--- src/hw/fbp_pkg.sv ---
/*
  fbp_pkg: constants, states and carriers of the flyback protection sequencer.
  Assumes a 200 MHz core clock; analog levels arrive as comparator bits or codes.
*/
`default_nettype none
package fbp_pkg;
  // clock
  localparam int CLK_PERIOD_NS = 5;
  // timing figures in their own unit
  localparam int T_MAX_ON_NS    = 38500;
  localparam int T_DEMAG_SUP_NS = 2200;
  localparam int T_ON_MIN_NS    = 500;
  localparam int T_DRV_DLY_NS   = 100;
  // longest time rounds down, least times round up
  localparam int MAX_ON_CYC    = T_MAX_ON_NS / CLK_PERIOD_NS;
  localparam int DEMAG_SUP_CYC = (T_DEMAG_SUP_NS + CLK_PERIOD_NS - 1) / CLK_PERIOD_NS;
  localparam int LEB_NS        = T_ON_MIN_NS - T_DRV_DLY_NS;
  localparam int LEB_CYC       = (LEB_NS + CLK_PERIOD_NS - 1) / CLK_PERIOD_NS;
  // overvoltage event counter
  localparam int       OVP_CW     = 3;
  localparam bit [2:0] OVP_UP     = 3'h1;
  localparam bit [2:0] OVP_DOWN   = 3'h2;
  localparam bit [2:0] OVP_TRIP   = 3'h6;
  localparam bit [2:0] OVP_ZERO   = 3'h0;
  localparam int       OVP_FILT_W = 4;
  localparam bit [3:0] OVP_FILT_N = 4'h8;
  // sense codes and overpower compensation
  localparam int       CODE_W    = 8;
  localparam bit [7:0] OPP_MAX   = 8'hFF;
  localparam int       OPP_SHIFT = 1;

  typedef enum logic [2:0] {
    ST_IDLE, ST_SOFT, ST_WAIT, ST_ON, ST_SEC, ST_RESTART
  } fbp_state_e;

  typedef struct packed {
    logic supply_ok;   // supply at start-up threshold
    logic ss_level;    // primary_current_sense at soft-start level
    logic ovp_trip;    // aux_winding_sense above overvoltage trip
    logic demag_end;   // demagnetization detector: stroke ended
    logic cycle_req;   // oscillator/valley asks for a new stroke
  } fbp_sense_s;

  typedef struct packed {
    logic           soft_start_en;
    logic           soft_start_limit;
    logic           safe_restart;
    logic [2:0]     ovp_count;
  } fbp_status_s;
endpackage : fbp_pkg
`default_nettype wire

--- src/hw/fbp_sequencer.sv ---
/*
  fbp_sequencer: start-up, soft-start, on-time, overcurrent, overpower and
  overvoltage sequencing for the flyback primary switch.
  Assumes comparator bits and sense codes synchronous to core_clk_i.
*/
`timescale 1ns/1ps
`default_nettype none
module fbp_sequencer #(
  parameter int MAX_ON   = fbp_pkg::MAX_ON_CYC,
  parameter int LEB      = fbp_pkg::LEB_CYC,
  parameter int DEMAG_SP = fbp_pkg::DEMAG_SUP_CYC
) (
  input  wire logic                        core_clk_i,
  input  wire logic                        resetn_i,
  input  wire fbp_pkg::fbp_sense_s         sense_i,
  input  wire logic [fbp_pkg::CODE_W-1:0]  primary_current_sense_i,
  input  wire logic [fbp_pkg::CODE_W-1:0]  feedback_control_voltage_i,
  input  wire logic [fbp_pkg::CODE_W-1:0]  aux_winding_sense_i,
  output logic                             flyback_gate_drive_o,
  output fbp_pkg::fbp_status_s             status_o
);
  import fbp_pkg::*;

  localparam int CW = 16;

  if (MAX_ON <= LEB || MAX_ON >= (1 << CW) || LEB < 1 || DEMAG_SP < 1 ||
      DEMAG_SP >= (1 << CW)) begin : g_chk
    $error("fbp_sequencer: timing parameters out of range");
  end

  ////////////////////////////////////////////////////////////////////////////
  // state and counters

  fbp_state_e          st_r;
  fbp_state_e          st_nxt;
  logic [CW-1:0]       on_cnt_r;
  logic [CW-1:0]       sec_cnt_r;
  logic [OVP_FILT_W-1:0] filt_r;
  logic                ovp_hit_r;
  logic [OVP_CW-1:0]   ovp_cnt_r;
  logic [OVP_CW-1:0]   ovp_cnt_nxt;
  logic [CODE_W-1:0]   line_r;
  logic                gate_r;
  fbp_status_s         stat_r;

  ////////////////////////////////////////////////////////////////////////////
  // decode

  wire        blanked   = on_cnt_r < CW'(LEB);
  wire        at_max    = on_cnt_r == CW'(MAX_ON - 1);
  wire        demag_ok  = sec_cnt_r >= CW'(DEMAG_SP);
  wire        end_sec   = (st_r == ST_SEC) && demag_ok && sense_i.demag_end;

  // higher input voltage, lower peak limit
  wire [CODE_W-1:0] opp_limit = OPP_MAX - (line_r >> OPP_SHIFT);
  wire [CODE_W-1:0] pk_limit  = (feedback_control_voltage_i < opp_limit) ?
                                feedback_control_voltage_i : opp_limit;
  wire        pk_reached = primary_current_sense_i >= pk_limit;
  wire        ocp_trip   = (st_r == ST_ON) && !blanked && pk_reached;

  // one up on an overvoltage cycle
  wire [OVP_CW-1:0] cnt_up = (ovp_cnt_r >= OVP_TRIP) ? OVP_TRIP : ovp_cnt_r + OVP_UP;
  // two down on a clean cycle
  wire [OVP_CW-1:0] cnt_dn = (ovp_cnt_r < OVP_DOWN) ? OVP_ZERO : ovp_cnt_r - OVP_DOWN;
  wire [OVP_CW-1:0] cnt_upd = ovp_hit_r ? cnt_up : cnt_dn;
  wire        ovp_fault = end_sec && (cnt_upd >= OVP_TRIP);

  ////////////////////////////////////////////////////////////////////////////
  // sequencing

  always_comb begin
    st_nxt = st_r;
    case (st_r)
      ST_IDLE: begin
        // start-up level starts the soft-start phase
        if (sense_i.supply_ok) begin
          st_nxt = ST_SOFT;
        end
      end
      ST_SOFT: begin
        // switching waits for the soft-start level
        if (sense_i.ss_level) begin
          st_nxt = ST_WAIT;
        end
      end
      ST_WAIT: begin
        if (sense_i.cycle_req) begin
          st_nxt = ST_ON;
        end
      end
      ST_ON: begin
        // overlong stroke goes to safe restart
        if (ocp_trip) begin
          st_nxt = ST_SEC;
        end else if (at_max) begin
          st_nxt = ST_RESTART;
        end
      end
      ST_SEC: begin
        if (ovp_fault) begin
          st_nxt = ST_RESTART;
        end else if (end_sec) begin
          st_nxt = ST_WAIT;
        end
      end
      ST_RESTART: begin
        // stays off until the supply drops below start-up and comes back
        if (!sense_i.supply_ok) begin
          st_nxt = ST_IDLE;
        end
      end
      default: st_nxt = ST_IDLE;
    endcase
  end

  // cleared at start-up and on entry to restart
  // single update at the end of each secondary stroke
  always_comb begin
    ovp_cnt_nxt = ovp_cnt_r;
    if (st_nxt == ST_RESTART || st_r == ST_IDLE) begin
      ovp_cnt_nxt = OVP_ZERO;
    end else if (end_sec) begin
      ovp_cnt_nxt = cnt_upd;
    end
  end

  always_ff @(posedge core_clk_i) begin
    if (!resetn_i) begin
      st_r <= ST_IDLE;
    end else begin
      st_r <= st_nxt;
    end
  end

  ////////////////////////////////////////////////////////////////////////////
  // on-time, secondary stroke and measurement

  always_ff @(posedge core_clk_i) begin
    if (!resetn_i) begin
      on_cnt_r  <= '0;
      sec_cnt_r <= '0;
      line_r    <= '0;
    end else begin
      // on-time counter runs only with the gate on
      on_cnt_r  <= (st_r == ST_ON && st_nxt == ST_ON) ? on_cnt_r + CW'(1) : '0;
      // suppression window counted from stroke start
      sec_cnt_r <= (st_r == ST_SEC && !demag_ok) ? sec_cnt_r + CW'(1) :
                   (st_r == ST_SEC) ? sec_cnt_r : '0;
      // line measurement tracked during the primary stroke
      if (st_r == ST_ON) begin
        line_r <= aux_winding_sense_i;
      end
    end
  end

  // filter: up/down on the trip bit, only in the secondary stroke
  // isolated spikes shorter than the filter depth never register
  always_ff @(posedge core_clk_i) begin
    if (!resetn_i) begin
      filt_r    <= '0;
      ovp_hit_r <= 1'b0;
    end else if (st_r != ST_SEC) begin
      filt_r    <= '0;
      ovp_hit_r <= 1'b0;
    end else begin
      if (sense_i.ovp_trip && filt_r != OVP_FILT_N) begin
        filt_r <= filt_r + OVP_FILT_W'(1);
      end else if (!sense_i.ovp_trip && filt_r != '0) begin
        filt_r <= filt_r - OVP_FILT_W'(1);
      end
      if (filt_r == OVP_FILT_N) begin
        ovp_hit_r <= 1'b1;
      end
    end
  end

  ////////////////////////////////////////////////////////////////////////////
  // outputs, all registered, all but soft_start_limit from next-state values

  always_ff @(posedge core_clk_i) begin
    if (!resetn_i) begin
      ovp_cnt_r <= OVP_ZERO;
      gate_r    <= 1'b0;
      stat_r    <= '0;
    end else begin
      ovp_cnt_r               <= ovp_cnt_nxt;
      // gate drops when the on-time bound is reached
      gate_r                  <= st_nxt == ST_ON;
      stat_r.soft_start_en    <= st_nxt == ST_SOFT;
      stat_r.soft_start_limit <= (st_r == ST_SOFT) && sense_i.ss_level;
      stat_r.safe_restart     <= st_nxt == ST_RESTART;
      stat_r.ovp_count        <= ovp_cnt_nxt;
    end
  end

  assign flyback_gate_drive_o = gate_r;
  assign status_o             = stat_r;

  ////////////////////////////////////////////////////////////////////////////
  // checks

  logic [CW-1:0] run_r;
  logic          started_r;
  always_ff @(posedge core_clk_i) begin
    if (!resetn_i) begin
      run_r     <= '0;
      started_r <= 1'b0;
    end else begin
      run_r     <= gate_r ? run_r + CW'(1) : '0;
      // a fresh start-up from idle is the only way back to soft-start
      started_r <= (st_r != ST_IDLE) && (started_r || gate_r);
    end
  end

  chk_ss_enable: assert property (@(posedge core_clk_i) disable iff (!resetn_i)
    (st_r == ST_IDLE && sense_i.supply_ok) |=> status_o.soft_start_en)
    else $error("soft-start source not enabled at start-up");

  chk_gate_hold: assert property (@(posedge core_clk_i) disable iff (!resetn_i)
    status_o.soft_start_en |-> !flyback_gate_drive_o ##1 !flyback_gate_drive_o)
    else $error("gate driven during soft-start");

  chk_ss_limit: assert property (@(posedge core_clk_i) disable iff (!resetn_i)
    status_o.soft_start_limit |-> $past(sense_i.ss_level) && !status_o.soft_start_en)
    else $error("soft-start limit without level");

  chk_ss_off: assert property (@(posedge core_clk_i) disable iff (!resetn_i)
    started_r |-> !status_o.soft_start_en)
    else $error("soft-start source back on after switching");

  chk_max_on: assert property (@(posedge core_clk_i) disable iff (!resetn_i)
    flyback_gate_drive_o |-> run_r < CW'(MAX_ON))
    else $error("on period beyond bound");

  chk_max_restart: assert property (@(posedge core_clk_i) disable iff (!resetn_i)
    (flyback_gate_drive_o && run_r == CW'(MAX_ON - 1) && !pk_reached) |=>
      status_o.safe_restart && !flyback_gate_drive_o)
    else $error("no safe restart after overlong stroke");

  chk_ovp_window: assert property (@(posedge core_clk_i) disable iff (!resetn_i)
    $rose(ovp_hit_r) |-> $past(st_r) == ST_SEC && $past(filt_r) == OVP_FILT_N)
    else $error("overvoltage seen outside secondary stroke");

  chk_ovp_count: assert property (@(posedge core_clk_i) disable iff (!resetn_i)
    (end_sec && !ovp_fault) |=> status_o.ovp_count ==
      ($past(ovp_hit_r) ? $past(ovp_cnt_r) + OVP_UP :
       ($past(ovp_cnt_r) < OVP_DOWN ? OVP_ZERO : $past(ovp_cnt_r) - OVP_DOWN)))
    else $error("overvoltage counter step wrong");

  chk_ovp_trip: assert property (@(posedge core_clk_i) disable iff (!resetn_i)
    (end_sec && ovp_hit_r && ovp_cnt_r == OVP_TRIP - OVP_UP) |=>
      status_o.safe_restart ##1 !flyback_gate_drive_o)
    else $error("sixth overvoltage event missed");

  chk_ocp_end: assert property (@(posedge core_clk_i) disable iff (!resetn_i)
    (st_r == ST_ON && run_r >= CW'(LEB) && pk_reached) |=> !flyback_gate_drive_o)
    else $error("peak current did not end on period");

  chk_leb_hold: assert property (@(posedge core_clk_i) disable iff (!resetn_i)
    $fell(flyback_gate_drive_o) |-> $past(run_r) >= CW'(LEB))
    else $error("gate ended inside blanking");

  chk_demag_wait: assert property (@(posedge core_clk_i) disable iff (!resetn_i)
    (st_r == ST_SEC && !sense_i.demag_end) |=> !flyback_gate_drive_o)
    else $error("stroke started before demagnetization");

  chk_demag_sup: assert property (@(posedge core_clk_i) disable iff (!resetn_i)
    (st_r == ST_SEC && sec_cnt_r < CW'(DEMAG_SP)) |=> st_r == ST_SEC)
    else $error("demagnetization accepted during suppression");

  chk_ovp_clear: assert property (@(posedge core_clk_i) disable iff (!resetn_i)
    status_o.safe_restart |-> status_o.ovp_count == OVP_ZERO)
    else $error("counter not cleared in restart");

  chk_ovp_once: assert property (@(posedge core_clk_i) disable iff (!resetn_i)
    (!end_sec && st_r != ST_IDLE && st_nxt != ST_RESTART) |=> $stable(ovp_cnt_r))
    else $error("counter moved outside stroke end");

endmodule : fbp_sequencer
`default_nettype wire

--- config.mk ---
export PLATFORM = sky130hd
export DESIGN_NAME = fbp_sequencer
export DESIGN_NICKNAME = d
export VERILOG_FILES = /design/src/hw/fbp_pkg.sv /design/src/hw/fbp_sequencer.sv
export SDC_FILE = /design/constraint.sdc
export NUM_CORES = 1
export LEC_CHECK = 0
export BUFFER_PORTS_ARGS = -buffer_cell sky130_fd_sc_hd__buf_2
export CAP_MARGIN = 20
export CORE_UTILIZATION = 30
export DETAILED_ROUTE_END_ITERATION = 6
export PLACE_DENSITY = 0.51
export SYNTH_ARGS = -nofsm -noshare
export SYNTH_HDL_FRONTEND = slang
export SYNTH_SLANG_ARGS = --single-unit
--- constraint.sdc ---
create_clock -name core_clk_i -period 2.95 [get_ports core_clk_i]
set_input_delay 0.295 -clock core_clk_i [delete_from_list [all_inputs] [get_ports core_clk_i]]
set_output_delay 0.295 -clock core_clk_i [all_outputs]
set_load 0.01 [all_outputs]
==> impl_results.md <==
* DRC viols at 0
* CP Capture Type: register
* Fraction of layout cells with a size suffix above 1 at 23.8%
* Synthesized cell area at 2860 um^2
* Clock share of power at 32.3%
* Drt total wl at 6.00 mm
* Root Buffer: clkbuf_8
* #FFs+latches synth at 54
* Netlist cell types at 52
* Status: finished, final reports clean
* Worst r2r path cells at 14
* Post-layout minimum cycle time at 2930 ps
* YS warnings at 0
* CP max stage cell: dfxtp_1
* Worst min-delay path class: in2reg
* Max-slew violation count at 0
* Initial Utilization at 31.0%
* Fin nets at 442
* Mean Syn Cell Area at 8.55 um^2
* Post-synthesis sequential area ratio at 37.7%
* Synth Flop Type: dfxtp_1
* Number of detailed-route iterations in the first pass at 4
* Hold depth at 3
* Worst relative slew slack at 72.0%
* Worst-path clk slew at 90 ps
* Hold EP: line_r[2]$_SDFFE_PN0P_
* # IOs at 38
* Worst reg2reg setup slack at 20 ps
* Crit-path cells: ha_1 -> o21ai_0 -> nand2b_1 -> a21oi_2 -> o21ai_2 -> o21ai_4 -> mux2i_1 -> ha_1 -> nand2b_4 -> a211oi_4 -> o221ai_2 -> and2_4 -> o31a_1 -> and4b_1
* Fmax at 341 MHz
* Vias in the first global route at 2476
* Detailed-route via count at 2412
* NetSw at 0.000319 W
* Reg2reg end: status_o[5]$_SDFF_PN0_
* Clock Skew at 6.51 ps
* CTS Buffer Depth at 2
* Internal Power at 0.00100 W
* Ys async rst share at 0%
* Comb pwr share at 11.1%
* Port bufs at 36
* Skew-Pair Late Insertion Delay at 300 ps
* HPWL Detailed at 4.52 mm
* Core Footprint at 9240 um^2
* Leak pwr at 1.43 nW
* Post-DP Area at 3290 um^2
* Pin count of the biggest net entering global routing at 23
* Critical-path maximum fanout at 5
* Largest cells by area after synthesis: dfxtp_1, ha_1, nand2_1, nor2_1, xor2_1
* Die W at 99.7 um
* Total gr overflow at 0
* Global-route wire length before repair at 10.6 mm
* CTS Buf Count at 5
* Final setup viols at 0
* Total Routing Usage GR at 13.1%
* Placement Setup Slack at -309 ps
* Rows at 35
* Number of synthesized flops with an enable pin at 0
* RSZ-0062 raised after global routing: true
* Synth Net Count at 388
* Max incr delay on CP at 320 ps
* CTS tree: yes
* Hold_sp: aux_winding_sense_i[2]
* Top cells by count, synth: dfxtp_1, nand2_1, nor2_1
* Critical path launch point type: register
* Synthesis-to-layout area growth at 22.8%
* Via/cell ratio at 4.65
* CTS sink cnt at 54
* Setup WS post-layout at 18.9 ps
* MaxCap Viol Count at 0
* Initial antenna violation count at 0
* VDD IR max at 0.174 mV
* Die area at 9940 um^2
* CP required at 3160 ps
* Top-count cell post-synth: dfxtp_1
* Final period util at 99.4%
* Switching part of the total at 24.2%
* Area share of the largest cell type after synthesis at 37.7%
* Slew @ Worst Pin at 420 ps
* Final instance area at 3520 um^2
* CP arrival at 3140 ps
* Sequential share of power at 56.7%
* Hold buffer count at cts at 0
* DRT antenna net count at 0
* Final hold violation count at 0
* Critical path class: reg2reg
* FF-to-FF Start: line_r[2]$_SDFFE_PN0P_
* Routability cong. at 0.742
* Synth area leader: dfxtp_1
* # diodes at 0
* Power per Cell Area at 376 nW/um^2
* Initial DRC count at 64
* Post-Synthesis Cells at 335
* Cell mode on critical path: ha_1
* Die height at 99.7 um
* PnR Total Power at 0.00132 W
* H-Tree Depth at 2
* WL per Instance at 11.6 um
==> layout make-up <==
| type | instances | area [um^2] |
|---|---|---|
| clock inverter | 1 | 5.00 |
| tap | 129 | 161 |
| multi-input combinational | 254 | 1790 |
| clock buffer | 7 | 86.3 |
| fill | 968 | 5720 |
| inverter | 19 | 71.3 |
| timing repair buffer | 55 | 327 |
| sequential | 54 | 1080 |
==> power groups by stage <==
stage          combinational [W]  sequential, W  clock [W]
2_1_floorplan          0.0000737       0.000760          0
3_3_place_gp            0.000125       0.000767          0
3_5_place_dp            0.000125       0.000766          0
4_1_cts                 0.000137       0.000750   0.000445
5_1_grt                 0.000166       0.000751   0.000476
6_report                0.000146       0.000749   0.000426
==> placed cells by master, fill, tap and decap left out, types with 2 or more instances in the layout <==
master / instances
a211oi_1: 2
a21boi_0: 8
a21oi_1: 13
a21oi_2: 4
a31o_2: 2
and2_1: 2
and3_1: 12
buf_2: 36
buf_4: 18
clkbuf_8: 6
dfxtp_1: 53
ha_1: 19
inv_1: 19
mux2i_1: 8
nand2_1: 39
nand2b_1: 3
nand3_1: 9
nand4_1: 3
nor2_1: 36
nor2_2: 2
nor2b_1: 4
nor3_1: 9
nor4_1: 2
o211ai_1: 5
o21ai_0: 7
o21ai_2: 3
o31a_1: 2
o31ai_1: 2
or2_2: 2
or2_4: 2
or3_1: 3
or4_1: 2
xnor2_1: 7
xor2_1: 14
==> per-layer routing <==
metal | vias to the layer above | track usage, % | share of wire, %
li1 | 1267 | - | -
met4 | 0 | 4.86 | 1.7
met3 | 9 | 2.53 | 3.8
met5 | - | 0 | 0
met2 | 39 | 22.9 | 46
met1 | 1097 | 16.0 | 48
==> registers in the layout (all words and copies together) (netlist names) <==
name / flops
status_o: 6
ovp_hit_r: 1
st_r: 3
filt_r: 4
flyback_gate_drive_o: 1
sec_cnt_r: 16
line_r: 7
on_cnt_r: 16
==> how the worst max path moves through the flow <==
| stage | startpoint | endpoint | cells past startpoint |
|---|---|---|---|
| floorplan | feedback_control_voltage_i[4] | status_o[5]$_SDFF_PN0_ | 14 |
| global route | line_r[5]$_SDFFE_PN0P_ | status_o[5]$_SDFF_PN0_ | 14 |
| finish | line_r[2]$_SDFFE_PN0P_ | status_o[5]$_SDFF_PN0_ | 14 |
| CTS | line_r[2]$_SDFFE_PN0P_ | status_o[5]$_SDFF_PN0_ | 14 |
| global placement | feedback_control_voltage_i[1] | status_o[5]$_SDFF_PN0_ | 15 |
| detailed placement | feedback_control_voltage_i[4] | status_o[5]$_SDFF_PN0_ | 15 |
==> logic make-up (layout without fill, tap and decap cells) <==
kind of cell             after synthesis  count (layout)  synth area share, %
AND/OR/NAND/NOR                      140             140                 23.9
AO/OA/AOI/OAI                         62              62                 15.1
flip-flops                            54              54                 37.7
buffers and inverters                 27              82                 3.71
adder cells (fa/ha/maj)               22              22                 9.87
XOR/XNOR                              21              21                 6.42
multiplexers                           9               9                 3.19
==> repair_timing <==
item / CTS / global route
resized for setup: 13 / 11
pin swaps: 10 / 10
setup endpoints to repair: 25 / 25
buffers inserted: 3 / 1
==> metrics by stage <==
stage               TNS, ps  hold slack (ps)  cells  utilization, %
floorplan                 0              413    335               -
global route          -3630              223    519            38.1
detailed placement    -5780              450    507            35.6
CTS                       0              221    518            37.5
finish                    0              225    519            38.1
global placement      -4590              443    507            35.6
==> worst max-delay path, delay by kind of cell (launching register included) <==
kind / cells / cell delay, ps
compound gates: 7 / 1190
simple gates: 4 / 590
fa+ha+maj: 2 / 500
flops: 1 / 320
mux: 1 / 220
No activity file was read; power rests on OpenSTA's default activity.
